--- src/verilog/rom_defs.svh ---
// register offsets, field positions, reset values and timing counts of the readout
// sequencer; included by the design file, the monitor and the bench
`ifndef ROM_DEFS_SVH
`define ROM_DEFS_SVH
// register offsets on the internal register port
`define ROM_OFS_READ_OPTIONS  8'h0d
`define ROM_OFS_SLEEP_WAKE    8'h0e
`define ROM_OFS_WAKE_FRAMES   8'hc0
// readout_options fields
`define ROM_COLBIN_LSB        2
`define ROM_ROWFLIP_BIT       4
`define ROM_COLFLIP_BIT       5
`define ROM_DARKROW_BIT       6
`define ROM_DARKCOL_BIT       7
// sleep_wake_control fields
`define ROM_SLEEP_EN_BIT      0
`define ROM_ASLEEP_BIT        1
// reset values
`define ROM_RST_READ_OPTIONS  16'h0300
`define ROM_RST_SLEEP_WAKE    16'h0000
`define ROM_RST_WAKE_FRAMES   16'h0001
// timing
`define ROM_DARK_COLS         18
`define ROM_DARK_ROWS         4
`define ROM_HBLANK_PCLK       96 // multiple of four: every merge factor keeps a whole line period
`define ROM_VBLANK_WORDS      2048
`define ROM_SLEEP_S           300
`define ROM_CLK_HZ            100000000
`define ROM_SLEEP_CYCLES      (64'd`ROM_SLEEP_S * 64'd`ROM_CLK_HZ)
`endif

--- src/verilog/rom_pkg.sv ---
// types shared by the readout sequencer
// assumes nothing beyond a SystemVerilog compiler
package rom_pkg;
  // producer sequence of one frame
  typedef enum logic [2:0] {
    ST_SLEEP,
    ST_FRAME,
    ST_HBLANK,
    ST_DARKCOL,
    ST_ACTIVE,
    ST_VBLANK
  } rom_state_type;
endpackage : rom_pkg

--- src/verilog/rom_readout_ctrl.sv ---
// readout order, merge, dark-row/column framing and sleep/wake sequencer, plus its FIFO
// assumes a pixel array answering a read address combinationally on the same clock,
// and a register port from the serial control logic on the same clock
`include "rom_defs.svh"

module rom_fifo #(
  parameter int WIDTH = 12,
  parameter int DEPTH = 16
) (
  // clock and reset
  input  wire logic             i_clk,
  input  wire logic             i_rst_b,
  // fill side
  input  wire logic             i_in_valid,
  input  wire logic [WIDTH-1:0] i_in_data,
  output logic                  o_in_ready,
  // drain side
  output logic                  o_out_valid,
  output logic [WIDTH-1:0]      o_out_data,
  input  wire logic             i_out_ready
);
  localparam int AW = $clog2(DEPTH);
  if (WIDTH < 1 || DEPTH < 2 || (1 << AW) != DEPTH) begin : g_bad_depth
    $error("rom_fifo depth must be a power of two");
  end
  logic [WIDTH-1:0] mem [DEPTH];
  logic [AW-1:0]    wr_ptr;
  logic [AW-1:0]    rd_ptr;
  logic [AW:0]      count;
  logic             do_wr;
  logic             do_rd;

  assign o_in_ready  = (count != (AW+1)'(DEPTH));
  assign o_out_valid = (count != '0);
  assign o_out_data  = mem[rd_ptr];
  assign do_wr       = i_in_valid && o_in_ready;
  assign do_rd       = o_out_valid && i_out_ready;

  // storage has no reset: only entries behind the count are ever read
  always_ff @(posedge i_clk) begin
    if (do_wr) mem[wr_ptr] <= i_in_data;
  end

  // pointers and fill level
  always_ff @(posedge i_clk or negedge i_rst_b) begin
    if (!i_rst_b) begin
      wr_ptr <= '0;
      rd_ptr <= '0;
      count  <= '0;
    end else begin
      if (do_wr) wr_ptr <= wr_ptr + 1'b1;
      if (do_rd) rd_ptr <= rd_ptr + 1'b1;
      count <= count + (AW+1)'(do_wr) - (AW+1)'(do_rd);
    end
  end
endmodule : rom_fifo

module rom_readout_ctrl #(
  parameter int      PIX_W        = 10,
  parameter int      ADDR_W       = 10,
  parameter int      FIFO_DEPTH   = 16,
  parameter longint  SLEEP_CYCLES = `ROM_SLEEP_CYCLES
) (
  // clock and reset
  input  wire logic              i_clk,
  input  wire logic              i_rst_b,
  // register port from the serial control logic
  input  wire logic              i_reg_wr,
  input  wire logic              i_reg_rd,
  input  wire logic [7:0]        i_reg_addr,
  input  wire logic [15:0]       i_reg_wdata,
  output logic [15:0]            o_reg_rdata,
  // window settings held elsewhere
  input  wire logic [ADDR_W-1:0] i_row_start,
  input  wire logic [ADDR_W-1:0] i_win_rows,
  input  wire logic [ADDR_W-1:0] i_col_start,
  input  wire logic [ADDR_W-1:0] i_win_cols,
  // pixel array read port
  output logic                   o_rd_dark,
  output logic [ADDR_W-1:0]      o_rd_row,
  output logic [ADDR_W-1:0]      o_rd_col,
  input  wire logic [PIX_W-1:0]  i_rd_data,
  // pixel stream to the host
  output logic                   o_pix_strobe,
  output logic                   o_frame_valid,
  output logic                   o_line_valid,
  output logic [PIX_W-1:0]       o_pix_data,
  output logic                   o_asleep
);
  // blanking must divide by every merge factor, else the frame rate would follow the merge
  if (PIX_W < 1 || PIX_W > 16 || ADDR_W < 5 || ADDR_W > 12 || SLEEP_CYCLES < 2 ||
      (`ROM_HBLANK_PCLK % 4) != 0 || (`ROM_HBLANK_PCLK / 4) <= `ROM_DARK_COLS ||
      (`ROM_VBLANK_WORDS % 4) != 0) begin : g_bad_param
    $error("rom_readout_ctrl parameters out of range");
  end
  localparam int WW = PIX_W + 2;
  localparam logic [11:0] HB_FULL  = 12'(`ROM_HBLANK_PCLK);
  localparam logic [11:0] DK_COLS  = 12'(`ROM_DARK_COLS);
  localparam logic [11:0] VB_WORDS = 12'(`ROM_VBLANK_WORDS);
  localparam logic [ADDR_W:0] DK_ROWS = (ADDR_W+1)'(`ROM_DARK_ROWS);

  // software-visible registers
  logic [15:0] read_options;
  logic [15:0] sleep_wake_control;
  logic [15:0] wake_frame_count;
  // active copies taken at frame start
  logic [1:0]        bin_act;
  logic              rflip_act;
  logic              cflip_act;
  logic              drow_act;
  logic              dcol_act;
  logic              sleep_act;
  logic [ADDR_W-1:0] rstart_act;
  logic [ADDR_W-1:0] rows_act;
  logic [ADDR_W-1:0] cstart_act;
  logic [ADDR_W-1:0] cols_act;
  // sequencer state
  rom_pkg::rom_state_type state;
  logic [11:0]       cnt;
  logic [ADDR_W:0]   row;
  logic [1:0]        sub;
  logic [PIX_W+1:0]  acc;
  logic [15:0]       frames_done;
  logic [63:0]       sleep_cnt;
  logic [1:0]        div_cnt;
  // stream path
  logic              push;
  logic              step;
  logic              fifo_ready;
  logic              fifo_valid;
  logic [WW-1:0]     fifo_out;
  logic [WW-1:0]     push_word;
  logic              row_shown;
  logic [ADDR_W:0]   act_row;
  logic [PIX_W+1:0]  sum;
  logic [1:0]        last_sub;
  logic [PIX_W-1:0]  merged;
  logic [ADDR_W-1:0] next_col;
  logic [11:0]       hb_words;
  logic [11:0]       vb_words;

  // register writes; the merge field refuses code 3 so the sequencer never sees it
  always_ff @(posedge i_clk or negedge i_rst_b) begin
    if (!i_rst_b) begin
      read_options       <= `ROM_RST_READ_OPTIONS;
      sleep_wake_control <= `ROM_RST_SLEEP_WAKE;
      wake_frame_count   <= `ROM_RST_WAKE_FRAMES;
    end else if (i_reg_wr) begin
      case (i_reg_addr)
        `ROM_OFS_READ_OPTIONS: begin
          read_options[15:4] <= i_reg_wdata[15:4];
          read_options[1:0]  <= i_reg_wdata[1:0];
          if (i_reg_wdata[`ROM_COLBIN_LSB+:2] != 2'h3)
            read_options[`ROM_COLBIN_LSB+:2] <= i_reg_wdata[`ROM_COLBIN_LSB+:2];
        end
        `ROM_OFS_SLEEP_WAKE:  sleep_wake_control <= {15'h0000, i_reg_wdata[`ROM_SLEEP_EN_BIT]};
        `ROM_OFS_WAKE_FRAMES: wake_frame_count   <= i_reg_wdata;
        default: ;
      endcase
    end
  end

  // register reads, one cycle after the strobe; unmapped offsets read zero
  always_ff @(posedge i_clk or negedge i_rst_b) begin
    if (!i_rst_b) begin
      o_reg_rdata <= 16'h0000;
    end else if (i_reg_rd) begin
      case (i_reg_addr)
        `ROM_OFS_READ_OPTIONS: o_reg_rdata <= read_options;
        `ROM_OFS_SLEEP_WAKE: begin
          o_reg_rdata                 <= sleep_wake_control;
          o_reg_rdata[`ROM_ASLEEP_BIT] <= (state == rom_pkg::ST_SLEEP);
        end
        `ROM_OFS_WAKE_FRAMES:  o_reg_rdata <= wake_frame_count;
        default:               o_reg_rdata <= 16'h0000;
      endcase
    end
  end

  // shadow copies move only at the internal frame start
  always_ff @(posedge i_clk or negedge i_rst_b) begin
    if (!i_rst_b) begin
      bin_act    <= 2'h0;
      rflip_act  <= 1'b0;
      cflip_act  <= 1'b0;
      drow_act   <= 1'b0;
      dcol_act   <= 1'b0;
      sleep_act  <= 1'b0;
      rstart_act <= '0;
      rows_act   <= '0;
      cstart_act <= '0;
      cols_act   <= '0;
    end else if (state == rom_pkg::ST_FRAME) begin
      bin_act    <= read_options[`ROM_COLBIN_LSB+:2];
      rflip_act  <= read_options[`ROM_ROWFLIP_BIT];
      cflip_act  <= read_options[`ROM_COLFLIP_BIT];
      drow_act   <= read_options[`ROM_DARKROW_BIT];
      dcol_act   <= read_options[`ROM_DARKCOL_BIT];
      sleep_act  <= sleep_wake_control[`ROM_SLEEP_EN_BIT];
      rstart_act <= i_row_start;
      rows_act   <= i_win_rows;
      cstart_act <= i_col_start;
      cols_act   <= i_win_cols;
    end
  end

  // read addressing: dark rows come first, then the window in the chosen order
  assign act_row   = row - DK_ROWS;
  assign o_rd_dark = (row < DK_ROWS) || (state == rom_pkg::ST_DARKCOL);
  always_comb begin
    if (row < DK_ROWS)
      o_rd_row = row[ADDR_W-1:0];
    else if (rflip_act)
      o_rd_row = rstart_act + rows_act - act_row[ADDR_W-1:0];
    else
      o_rd_row = rstart_act + act_row[ADDR_W-1:0];
  end
  assign next_col = cnt[ADDR_W-1:0];
  always_comb begin
    if (state == rom_pkg::ST_DARKCOL)
      o_rd_col = next_col;
    else if (cflip_act)
      o_rd_col = cstart_act + cols_act - next_col;
    else
      o_rd_col = cstart_act + next_col;
  end

  // merge: average of 1, 2 or 4 adjacent columns per output pixel
  assign last_sub = (bin_act == 2'h2) ? 2'h3 : ((bin_act == 2'h1) ? 2'h1 : 2'h0);
  assign sum      = acc + (PIX_W+2)'(i_rd_data);
  assign merged   = PIX_W'(sum >> bin_act);

  // blanking in pixel words shrinks with the merge so the master-clock frame period holds
  assign hb_words = (HB_FULL >> bin_act) - (dcol_act ? DK_COLS : 12'h000);
  assign vb_words = VB_WORDS >> bin_act;

  // dark rows still take their time slot, shown only when enabled
  assign row_shown = (row >= DK_ROWS) || drow_act;
  always_comb begin
    push      = 1'b0;
    push_word = '0;
    case (state)
      // frame start sends one blank word so full-rate streams never see a bubble
      rom_pkg::ST_FRAME: begin
        push      = 1'b1;
        push_word = '0;
      end
      rom_pkg::ST_HBLANK: begin
        push      = 1'b1;
        push_word = {row_shown, 1'b0, {PIX_W{1'b0}}};
      end
      rom_pkg::ST_DARKCOL: begin
        push      = 1'b1;
        push_word = {row_shown, row_shown, i_rd_data};
      end
      rom_pkg::ST_ACTIVE: begin
        push      = (sub == last_sub);
        push_word = {row_shown, row_shown, merged};
      end
      rom_pkg::ST_VBLANK: begin
        push      = 1'b1;
        push_word = '0;
      end
      default: ;
    endcase
  end
  // back-pressure: the sequencer freezes on any push the FIFO cannot take
  assign step = !push || fifo_ready;

  // frame sequencer
  always_ff @(posedge i_clk or negedge i_rst_b) begin
    if (!i_rst_b) begin
      state       <= rom_pkg::ST_FRAME;
      cnt         <= 12'h000;
      row         <= '0;
      sub         <= 2'h0;
      acc         <= '0;
      frames_done <= 16'h0000;
      sleep_cnt   <= 64'h0;
    end else if (step) begin
      case (state)
        rom_pkg::ST_SLEEP: begin
          sleep_cnt <= sleep_cnt + 64'h1;
          if (!sleep_wake_control[`ROM_SLEEP_EN_BIT]) begin
            state <= rom_pkg::ST_FRAME;
          end else if (sleep_cnt >= 64'(SLEEP_CYCLES) - 64'h1) begin
            state <= rom_pkg::ST_FRAME;
          end
        end
        rom_pkg::ST_FRAME: begin
          // internal frame start, always ahead of the dark rows
          row   <= '0;
          cnt   <= 12'h000;
          state <= rom_pkg::ST_HBLANK;
        end
        rom_pkg::ST_HBLANK: begin
          cnt <= cnt + 12'h001;
          if (cnt >= hb_words - 12'h001) begin
            cnt   <= 12'h000;
            state <= dcol_act ? rom_pkg::ST_DARKCOL : rom_pkg::ST_ACTIVE;
          end
        end
        rom_pkg::ST_DARKCOL: begin
          cnt <= cnt + 12'h001;
          if (cnt == DK_COLS - 12'h001) begin
            cnt   <= 12'h000;
            state <= rom_pkg::ST_ACTIVE;
          end
        end
        rom_pkg::ST_ACTIVE: begin
          cnt <= cnt + 12'h001;
          sub <= (sub == last_sub) ? 2'h0 : sub + 2'h1;
          acc <= (sub == last_sub) ? '0 : sum;
          if (cnt >= 12'(cols_act) - 12'h001) begin
            cnt <= 12'h000;
            sub <= 2'h0;
            acc <= '0;
            row <= row + 1'b1;
            if (row >= DK_ROWS + (ADDR_W+1)'(rows_act) - 1'b1)
              state <= rom_pkg::ST_VBLANK;
            else
              state <= rom_pkg::ST_HBLANK;
          end
        end
        rom_pkg::ST_VBLANK: begin
          cnt <= cnt + 12'h001;
          // the last blank word of the frame is the one sent at frame start
          if (cnt >= vb_words - 12'h002) begin
            cnt <= 12'h000;
            if (sleep_act && frames_done + 16'h0001 >= wake_frame_count) begin
              frames_done <= 16'h0000;
              sleep_cnt   <= 64'h0;
              state       <= rom_pkg::ST_SLEEP;
            end else begin
              frames_done <= sleep_act ? frames_done + 16'h0001 : 16'h0000;
              state       <= rom_pkg::ST_FRAME;
            end
          end
        end
        default: state <= rom_pkg::ST_FRAME;
      endcase
    end
  end

  rom_fifo #(
    .WIDTH (WW),
    .DEPTH (FIFO_DEPTH)
  ) u_fifo (
    .i_clk       (i_clk),
    .i_rst_b     (i_rst_b),
    .i_in_valid  (push),
    .i_in_data   (push_word),
    .o_in_ready  (fifo_ready),
    .o_out_valid (fifo_valid),
    .o_out_data  (fifo_out),
    .i_out_ready (o_pix_strobe)
  );

  // pixel clock divider: one strobe per 1, 2 or 4 master clocks
  always_ff @(posedge i_clk or negedge i_rst_b) begin
    if (!i_rst_b) div_cnt <= 2'h0;
    else if (div_cnt >= last_sub) div_cnt <= 2'h0;
    else div_cnt <= div_cnt + 2'h1;
  end
  assign o_pix_strobe = (div_cnt == 2'h0);

  // output stage; an underrun shows as blanking rather than stale data
  always_ff @(posedge i_clk or negedge i_rst_b) begin
    if (!i_rst_b) begin
      o_frame_valid <= 1'b0;
      o_line_valid  <= 1'b0;
      o_pix_data    <= '0;
    end else if (o_pix_strobe) begin
      o_frame_valid <= fifo_valid && fifo_out[WW-1];
      o_line_valid  <= fifo_valid && fifo_out[WW-2];
      o_pix_data    <= fifo_valid ? fifo_out[PIX_W-1:0] : '0;
    end
  end

  assign o_asleep = (state == rom_pkg::ST_SLEEP);
endmodule : rom_readout_ctrl

--- config.mk ---
export PLATFORM = sky130hd
export DESIGN_NAME = rom_readout_ctrl
export DESIGN_NICKNAME = d
export VERILOG_FILES = /design/src/verilog/rom_pkg.sv /design/src/verilog/rom_readout_ctrl.sv
export VERILOG_INCLUDE_DIRS = /design/src /design/src/verilog
export SDC_FILE = /design/constraint.sdc
export NUM_CORES = 1
export LEC_CHECK = 0
export BUFFER_PORTS_ARGS = -buffer_cell sky130_fd_sc_hd__buf_2
export CAP_MARGIN = 10
export CELL_PAD_IN_SITES_DETAIL_PLACEMENT = 0
export CELL_PAD_IN_SITES_GLOBAL_PLACEMENT = 1
export CORE_AREA = 4 4 215 217
export CTS_CLUSTER_SIZE = 16
export DETAILED_ROUTE_END_ITERATION = 16
export DIE_AREA = 0 0 219 221
export HOLD_SLACK_MARGIN = 0.12
export PLACE_DENSITY = 0.95
export SLEW_MARGIN = 10
export SYNTH_ARGS = -nofsm -noshare
export SYNTH_HDL_FRONTEND = slang
export SYNTH_SLANG_ARGS = --single-unit
--- constraint.sdc ---
create_clock -name i_clk -period 5.8 [get_ports i_clk]
set_input_delay 0.87 -clock i_clk [delete_from_list [all_inputs] [get_ports i_clk]]
set_output_delay 0.87 -clock i_clk [all_outputs]
set_load 0.005 [all_outputs]
Yosys cells after proc, flatten, opt, wreduce, memory -nomap -nowiden
Memory sizes are Yosys's and may differ from the RTL's. Cells that the tools add are included.

Order comparisons: 9. Add/sub/neg operators: 24. Shifts and indexed selects: 3. Equality and inequality tests: 20. Multiplexer cells: 40. Reductions and logical operators: 26.

Operators with widths (number): 64-bit 2-to-1 mux (2); 64-bit case mux with 2 select lines (1); 12-bit 2-to-1 mux (6); 64-bit by 1-bit adder with 64-bit output, second input constant (1); 64-bit by 35-bit >= comparator with 1-bit output, second input constant (1); 12-bit case mux with 5 select lines (1); 10-bit 2-to-1 mux (5); 16-bit case mux with 3 select lines (1); 10-bit adder (4); 12-bit >= comparator (3); 12-bit case mux with 3 select lines (1); 16-bit 2-to-1 mux (2); 3-bit 2-to-1 mux (8); 11-bit case mux with 2 select lines (1); 10-bit subtractor (2); 3-bit case mux with 6 select lines (1); 16-bit by 1-bit adder with 16-bit output, second input constant (1); 8-bit by 4-bit equality test with 1-bit output, second input constant (2); 16-bit >= comparator (1); 12-bit by 1-bit adder with 12-bit output, second input constant (1); 12-bit by 10-bit adder with 12-bit output (1); 12-bit by 5-bit equality test with 1-bit output, second input constant (1); 12-bit by 2-bit >> shifter with 10-bit output (1); 12-bit by 2-bit >> shifter with 12-bit output, first input constant (1); other kinds (45) (73).

Word-level logic and storage cells: 152. Memories: 1. Bits in registers: 243. RAM bits: 192.

Memory list: u_fifo.mem (words 16, width 12, read ports 1, clocked after memory_dff 0, write ports 1, line rom_readout_ctrl.sv:26) `logic [WIDTH-1:0] mem [DEPTH];`.

Depth between registers and ports, before layout
Gate-level depths: netlist of run 1.

Word-level depth: 8. Mapped depth: 18.

Hierarchy
Synthesis of run 1 repeated with hierarchy kept, for this count alone.

Cell total of the unflattened synthesis: 2230. Area total of the unflattened synthesis: 24123.1 sq um.

By module, submodules not included: rom_readout_ctrl (instances 1, area an instance 15942.8 sq um, sequential area each 5760.5 sq um, cells each 1795); rom_fifo (instances 1, area an instance 8180.3 sq um, sequential area each 6090.8 sq um, cells each 435).

Least setup slack after synthesis of run 1
No wires, ideal clock.

Path type: register to output. Start: register row[2]. End: output o_rd_row[9]. Cell stages (with the launch flop): 15. Required time: 4.930 ns. Path buffers: 0. Setup slack: 1.988 ns. Data arrival time: 2.942 ns. Path through: dfrtp_1 -> inv_1 -> ha_1 -> nor3b_1 -> xor2_1 -> inv_1 -> fa_1 -> ha_1 -> nor3_1 -> o21a_1 -> o41ai_1 -> xnor2_1 -> mux2i_1 -> xnor2_1 -> nor2_1.

Word-level cells in the longest chain between the ends: 4.

Ends and longest elaborated chain: start: declaration (line rom_readout_ctrl.sv:120) `logic [ADDR_W:0] row;`; start signal: assignment (line rom_readout_ctrl.sv:318) `row <= row + 1'b1;`; 10-bit by 3-bit subtractor with 10-bit output (line rom_readout_ctrl.sv:208) `assign act_row = row - DK_ROWS;`; 10-bit adder / 10-bit subtractor (equally long branches) (line rom_readout_ctrl.sv:216, rom_readout_ctrl.sv:214); 10-bit 2-to-1 mux (line rom_readout_ctrl.sv:213) `else if (rflip_act)`; 10-bit 2-to-1 mux (*) (line rom_readout_ctrl.sv:211) `if (row < DK_ROWS)`; end: declaration (line rom_readout_ctrl.sv:80) `output logic [ADDR_W-1:0] o_rd_row,`.

Every way passes the cells marked *; elsewhere a longest branch is shown, timed or not.

Worst setup path in the final report of run 1
Ends and elaborated chain as after synthesis.

==> results_dict.tcl, run 1 <==
set metrics [dict create \
    met1_length_um 24440 \
    critPathRequiredTime_ns 4.93 \
    power-per-cell-area_nw_per_um2 501.9 \
    dominantRegCellSynth "dfrtp_1" \
    routed.top_layer "met5" \
    syn_nets 2353 \
    timing.slew.headroom 0.1959 \
    synthesis.area_um2 23810 \
    vdd_drop_max_mv 0.2519 \
    place.port_buffers 128 \
    wl_met2_um 29740 \
    static_leakage_uw 0.01114 \
    ant_nets 0 \
    cts_resized 0 \
    final_min_period_ns 4.872 \
    row_count 77 \
    postSynthCellCount 2110 \
    ys_warn_count 0 \
    final_layout_size_suffix_gt1_frac 0.1645 \
    maxClockFrequency_ghz 0.2053 \
    report.final.slew_viol_count 0 \
    crit_path_start_kind "flop" \
    critical_path.max_stage_delay_ns 0.50 \
    synth-edff-count 192 \
    timing_hold_violations_final 0 \
    htree_num_levels 2 \
    placeableCoreArea_um2 44120 \
    fin_area_um2 26660 \
    rsz0062_at_grt "no" \
    initial_core_util 0.5396 \
    synth-seq-cells 435 \
    worstPathArrival_ns 4.00 \
    finalSetupTns_ns 0 \
    number_of_remaining_drc_errors 0 \
    grt_antenna_before_repair 3 \
    yosysSeqAreaShare 0.4978 \
    clk-insertion-delay-late_ns 0.59 \
    via_count_of_the_first_global_routing_pass 17760 \
    number_of_buffers_created_by_cts 46 \
    antenna_cells_inserted 0 \
    crit_path_top_delay_cell "fa_1" \
    timing.critical_path.cells "inv_1 -> ha_1 -> nor3b_1 -> xor2_1 -> inv_1 -> fa_1 -> ha_1 -> nor3_1 -> o21a_1 -> o41ai_1 -> xnor2_1 -> mux2i_1 -> xnor2_1 -> nor2_1 -> buf_2" \
    globalRouteOverflowTotal 0 \
    grt_max_degree 104 \
    cts_root_buffer "clkbuf_16" \
    grtUsageTotal 0.2451 \
    cts_buffer_depth 3 \
    nFillCells 3542 \
    post_synth.cell_area_avg_um2 11.28 \
    design_power_total_uw 13380 \
    postSynth.asyncResetShare 0.5586 \
    gpl.final_weighted_congestion 0.8717 \
    routed-wl-met3_um 3404 \
    design.final.nets 2454 \
    avgViaCountPerCell 6.110 \
    cts.sink_count 435 \
    die_w_um 219 \
    layout_common_cells "dfrtp_1, edfxtp_1, o21ai_0" \
    cts.clk_slew.worst_paths_ns 0.06 \
    cts_tree "yes" \
    synth.distinct_cells 78 \
    num_vias 17360 \
    final_common_cell "dfrtp_1" \
    final_core_util 0.6042 \
    run_status "finished, final reports clean" \
    holdBufCountCts 0 \
    first_pass_iters 6 \
    detail_route.wirelength_um 59050 \
    starting_drc_count_in_detailed_routing 1630 \
    finalCritPeriodShare 0.8400 \
    placed_cell_count 2755 \
    worstSetupPathType "reg -> out" \
    drv_cap 0 \
    timing_worst_slew_pin_value_ns 1.202 \
    wl_per_cell_um 20.79 \
    dpl.hpwl_um 40030 \
    area.growth.synth_to_final_pct 11.97 \
    postPlaceCellArea_um2 25020 \
    timing.clock.skew_ns 0.02517 \
    post_cts.repair.setup_buffers 0 \
    holdCritPathClass "in -> async" \
    crit_fanout 7 \
    grt_pass1_wl_um 96280 \
    fp.dieArea_um2 48400 \
    kind_of_end_point_of_the_critical_path "output pin" \
    setup_viol 0 \
    die_h_um 221 \
    io-pin-count 129 \
    instances_no_fill 2841 \
]
==> logic make-up after synthesis <==
group	count (synthesis)	synth area share
adder cells (fa/ha/maj)	165	0.09365
XOR/XNOR	99	0.03642
buffers and inverters	215	0.03495
AO/OA/AOI/OAI	499	0.1287
multiplexers	135	0.09144
AND/OR/NAND/NOR	562	0.1171
flip-flops	435	0.4978
==> layout make-up <==
class                      count  area [um^2]  area share
clock inverter                26        360.3     0.01352
inverter                     118        442.9     0.01661
multi-input combinational   1460        11160      0.4186
timing repair buffer         150        828.3     0.03107
sequential                   435        11850      0.4446
tap                          592        740.7     0.02778
clock buffer                  60         1274     0.04778
==> synthesized netlist by cell type (24+ instances only) <==
library cell    n  area share
xor2_1         33       0.012
nor3_1         40      0.0084
o21ai_0       190       0.040
clkbuf_1       80       0.013
ha_1          143       0.075
nand2_1       131       0.021
a21oi_1       104       0.022
o31ai_1        24      0.0076
nand4_1        42       0.011
mux4_2         60       0.057
and3_1         37      0.0097
edfxtp_1      192        0.24
xnor2_1        66       0.024
inv_1         116       0.018
dfrtp_1       239        0.25
a31oi_1        26      0.0068
nor2_1        157       0.025
a22o_1         35       0.013
mux2_2         59       0.028
nand3_1        53       0.011
==> sequential cells by signal (all words and copies together) (netlist names), 2 cells and up <==
name / flops
bin_act: 2
o_reg_rdata: 16
frames_done: 16
row: 11
u_fifo.mem: 192
div_cnt: 2
read_options: 16
cols_act: 10
o_pix_data: 10
sleep_cnt: 64
wake_frame_count: 16
rstart_act: 10
cnt: 12
rows_act: 10
acc: 12
u_fifo.wr_ptr: 4
cstart_act: 10
sub: 2
u_fifo.count: 5
u_fifo.rd_ptr: 4
state: 3
==> worst paths after layout <==
kind,startpoint,slack [ns],endpoint,depth (start not counted)
max,row[2],0.93,o_rd_row[9],15
min in group i_clk,i_win_cols[7],0.49,cols_act[7],3
min,i_rst_b,0.29,cstart_act[3],1
max in group asynchronous,i_rst_b,4.26,read_options[14],2
min reg2reg,sleep_cnt[63],0.50,sleep_cnt[63],1
max reg2reg,bin_act[1],1.08,state[1],14
==> where the power goes <==
group,internal (uW),total [uW],leakage [uW],switching (uW)
combinational,2520,5770,0.00537,3260
sequential,3900,4460,0.00497,560
clock,1880,3140,0.000793,1270
total,8290,13400,0.0111,5090
==> per-stage QoR <==
stage,hold slack (ns),setup WS (ns)
finish,0.2892,0.9281
global route,0.3548,0.5785
CTS,0.3205,0.8664
detailed placement,0.4852,1.155
global placement,0.4742,1.175
floorplan,0.4521,1.988
==> metal layers <==
layer | up-vias | track usage
met5 | - | 0
met4 | 6 | 0.06687
met3 | 100 | 0.03402
met2 | 611 | 0.4183
met1 | 8660 | 0.3308
li1 | 7982 | -
==> critical path: cells and delay by family (launching register included) <==
family,cells,cell delay (ns)
compound gates,2,0.55
xor+xnor,3,0.54
fa+ha+maj,3,0.97
buf+inv,3,0.37
flops,1,0.46
mux,1,0.10
simple gates,3,0.41
Note: power is estimated with default switching activity, not from simulation.
==> run 2: changes to the inputs <==
--- a/config.mk
+++ b/config.mk
@@ -6,16 +6,17 @@
 export SDC_FILE = /design/constraint.sdc
 export NUM_CORES = 1
 export LEC_CHECK = 0
+export ABC_AREA = 1
 export BUFFER_PORTS_ARGS = -buffer_cell sky130_fd_sc_hd__buf_2
 export CAP_MARGIN = 10
 export CELL_PAD_IN_SITES_DETAIL_PLACEMENT = 0
 export CELL_PAD_IN_SITES_GLOBAL_PLACEMENT = 1
-export CORE_AREA = 4 4 215 217
+export CORE_AREA = 4 4 240 242
 export CTS_CLUSTER_SIZE = 16
 export DETAILED_ROUTE_END_ITERATION = 16
-export DIE_AREA = 0 0 219 221
+export DIE_AREA = 0 0 244 246
 export HOLD_SLACK_MARGIN = 0.12
-export PLACE_DENSITY = 0.95
+export PLACE_DENSITY = 0.9
 export SLEW_MARGIN = 10
 export SYNTH_ARGS = -nofsm -noshare
 export SYNTH_HDL_FRONTEND = slang
==> constraint.sdc (replaced) <==
create_clock -name i_clk -period 4.6 [get_ports i_clk]
set_input_delay 0.69 -clock i_clk [delete_from_list [all_inputs] [get_ports i_clk]]
set_output_delay 0.69 -clock i_clk [all_outputs]
set_load 0.005 [all_outputs]
==> results_dict.tcl, run 2 <==
set metrics [dict create \
    synth.top_cells.by_area "dfrtp_1, edfxtp_1, nand2_1" \
    grt_antenna_before_repair 5 \
    final_min_period_ns 4.340 \
    synth_largest_area_cell "dfrtp_1" \
    cts.clk_slew.worst_paths_ns 0.06 \
    power-per-cell-area_nw_per_um2 588.7 \
    final_common_cell "nand2_1" \
    cts.sink_count 435 \
    first_pass_iters 8 \
    initial_core_util 0.4694 \
    worstPathArrival_ns 3.65 \
    holdBufCountCts 0 \
    design_power_total_uw 17030 \
    row_count 86 \
    crit_path_start_kind "flop" \
    post_synth.cell_area_avg_um2 8.264 \
    starting_drc_count_in_detailed_routing 1925 \
    cts_tree "yes" \
    report.final.slew_viol_count 0 \
    ys_warn_count 0 \
    yosysTopAreaCellShare 0.2313 \
    postSynth.asyncResetShare 0.5586 \
    ant_nets 0 \
    layout_common_cells "nand2_1, nor2_1, inv_1" \
    clk-insertion-delay-late_ns 0.60 \
    largest_register_ff_count 192 \
    drv_cap 0 \
    timing.clock.skew_ns 0.02737 \
    timing.final.ws_setup_ns 0.2597 \
    critPathRequiredTime_ns 3.91 \
    holdCritPathClass "in -> async" \
    gpl.final_weighted_congestion 0.9138 \
    globalRouteOverflowTotal 0 \
    placeableCoreArea_um2 55090 \
    p_sw_frac 0.4273 \
    wl_per_cell_um 16.60 \
    finalSetupTns_ns 0 \
    top_cells_by_count_synth "nand2_1, nor2_1, inv_1" \
    power_frac_comb 0.450 \
    synth.distinct_cells 53 \
    io-pin-count 129 \
    synth-edff-count 192 \
    kind_of_end_point_of_the_critical_path "output pin" \
    power.sequential.fraction 0.323 \
    num_vias 21250 \
    cts_resized 0 \
    biggestRegsByFlops "u_fifo.mem x192, sleep_cnt x64" \
    timing.slew.headroom 0.1571 \
    detail_route.wirelength_um 66930 \
    worstSetupPathType "reg -> out" \
    grt_pass1_wl_um 107900 \
    design.final.nets 3486 \
    setup_viol 0 \
    crit_fanout 8 \
    cts_buffer_depth 3 \
    dpl.hpwl_um 47800 \
    avgViaCountPerCell 5.269 \
    fp.dieArea_um2 60020 \
    timing_hold_violations_final 0 \
    regMostFlops "u_fifo.mem" \
    via_count_of_the_first_global_routing_pass 20210 \
    synthesis.area_um2 25860 \
    timing_worst_slew_pin_value_ns 1.258 \
    cts_root_buffer "clkbuf_16" \
    htree_num_levels 2 \
    synth-seq-cells 435 \
    final_core_util 0.5252 \
    number_of_remaining_drc_errors 0 \
    placed_cell_count 3941 \
    vdd_drop_max_mv 0.3376 \
    post_cts.repair.setup_buffers 0 \
    p_int_uw 9755 \
    dominantRegCellSynth "dfrtp_1" \
    run_status "finished, final reports clean" \
    number_of_buffers_created_by_cts 48 \
    yosysSeqAreaShare 0.4583 \
    syn_nets 3372 \
    maxClockFrequency_ghz 0.2304 \
    area.growth.synth_to_final_pct 11.89 \
    instances_no_fill 4032 \
    synthMostInstantiatedCell "nand2_1" \
    clkPwrFrac 0.227 \
    die_w_um 244 \
    postSynthCellCount 3129 \
    finalCritPeriodShare 0.9435 \
    grtUsageTotal 0.2210 \
    grt_max_degree 104 \
    final_layout_size_suffix_gt1_frac 0.1024 \
    place.port_buffers 128 \
    p_switching_uw 7278 \
    nFillCells 5190 \
    die_h_um 246 \
    static_leakage_uw 0.01290 \
    dpl_worst_slack_ns 0.7398 \
]
[run 2: per-layer routing]
metal  routed length, um  global-route usage  part of all wire
met5                  39                   0           0.00058
met1               30840              0.3167              0.46
met4                1873             0.06363             0.028
met2               30080              0.3547              0.45
met3                4098             0.02830             0.061
[run 2: per-stage QoR]
step | cell area [um^2] | hold WS, ns
2_1_floorplan | 25860 | 0.3944
3_3_place_gp | 27320 | 0.4129
3_5_place_dp | 27320 | 0.4172
4_1_cts | 28920 | 0.2014
5_1_grt | 28930 | 0.2404
6_report | 28930 | 0.1523
[run 2: worst max-delay path, cell delays in order, from the launching register on]
cell     delay, ns
dfrtp_2       0.47
inv_1         0.14
ha_1          0.24
nand3_1       0.14
xor2_2        0.18
fa_1          0.45
ha_1          0.36
inv_1         0.13
o21ai_0       0.13
a31oi_1       0.20
nand2_1       0.07
nor2_1        0.13
inv_1         0.05
nand2_1       0.06
nand3_1       0.07
a21oi_1       0.14
buf_2         0.13
[run 2: logic make-up (layout without fill, tap and decap cells)]
group / count (synthesis) / in the layout / share of synthesized area
fa+ha+maj: 165 / 165 / 0.08622
xor+xnor: 125 / 125 / 0.04234
flops: 435 / 435 / 0.4583
simple gates: 1421 / 1421 / 0.2313
buf+inv: 433 / 586 / 0.06493
other cells: 0 / 2 / 0
compound gates: 550 / 550 / 0.1169
[run 2: cell type report]
class | count | area [um^2] | share of cell area
flip-flops and latches | 435 | 11850 | 0.4097
diodes | 2 | 5.005 | 0.0001730
clock buffers | 62 | 1335 | 0.04614
well taps | 748 | 935.9 | 0.03235
repair buffers | 166 | 960.9 | 0.03321
multi-input cells | 2261 | 12340 | 0.4264
clock inverters | 27 | 264.0 | 0.009125
inverters | 331 | 1242 | 0.04294
[run 2: path summary, 6_finish.rpt]
| kind | start | end | slack [ns] | cells past startpoint |
|---|---|---|---|---|
| worst min-delay path | i_rst_b | acc[8] | 0.15 | 1 |
| worst min register to register | div_cnt[0] | div_cnt[0] | 0.42 | 1 |
| worst max register to register | bin_act[1] | state[1] | 0.76 | 18 |
| max in group asynchronous | i_rst_b | row[2] | 3.33 | 2 |
| worst max-delay path | row[2] | o_rd_row[9] | 0.26 | 16 |
| min in group i_clk | i_col_start[3] | cstart_act[3] | 0.29 | 3 |
[run 2: power groups by stage]
stage | Sequential (uW) | Combinational, uW | Clock [uW]
finish | 5500 | 7660 | 3870
global placement | 5550 | 7560 | 0
detailed placement | 5560 | 7630 | 0
CTS | 5490 | 7670 | 3940
global route | 5580 | 8760 | 4100
floorplan | 5320 | 5710 | 0
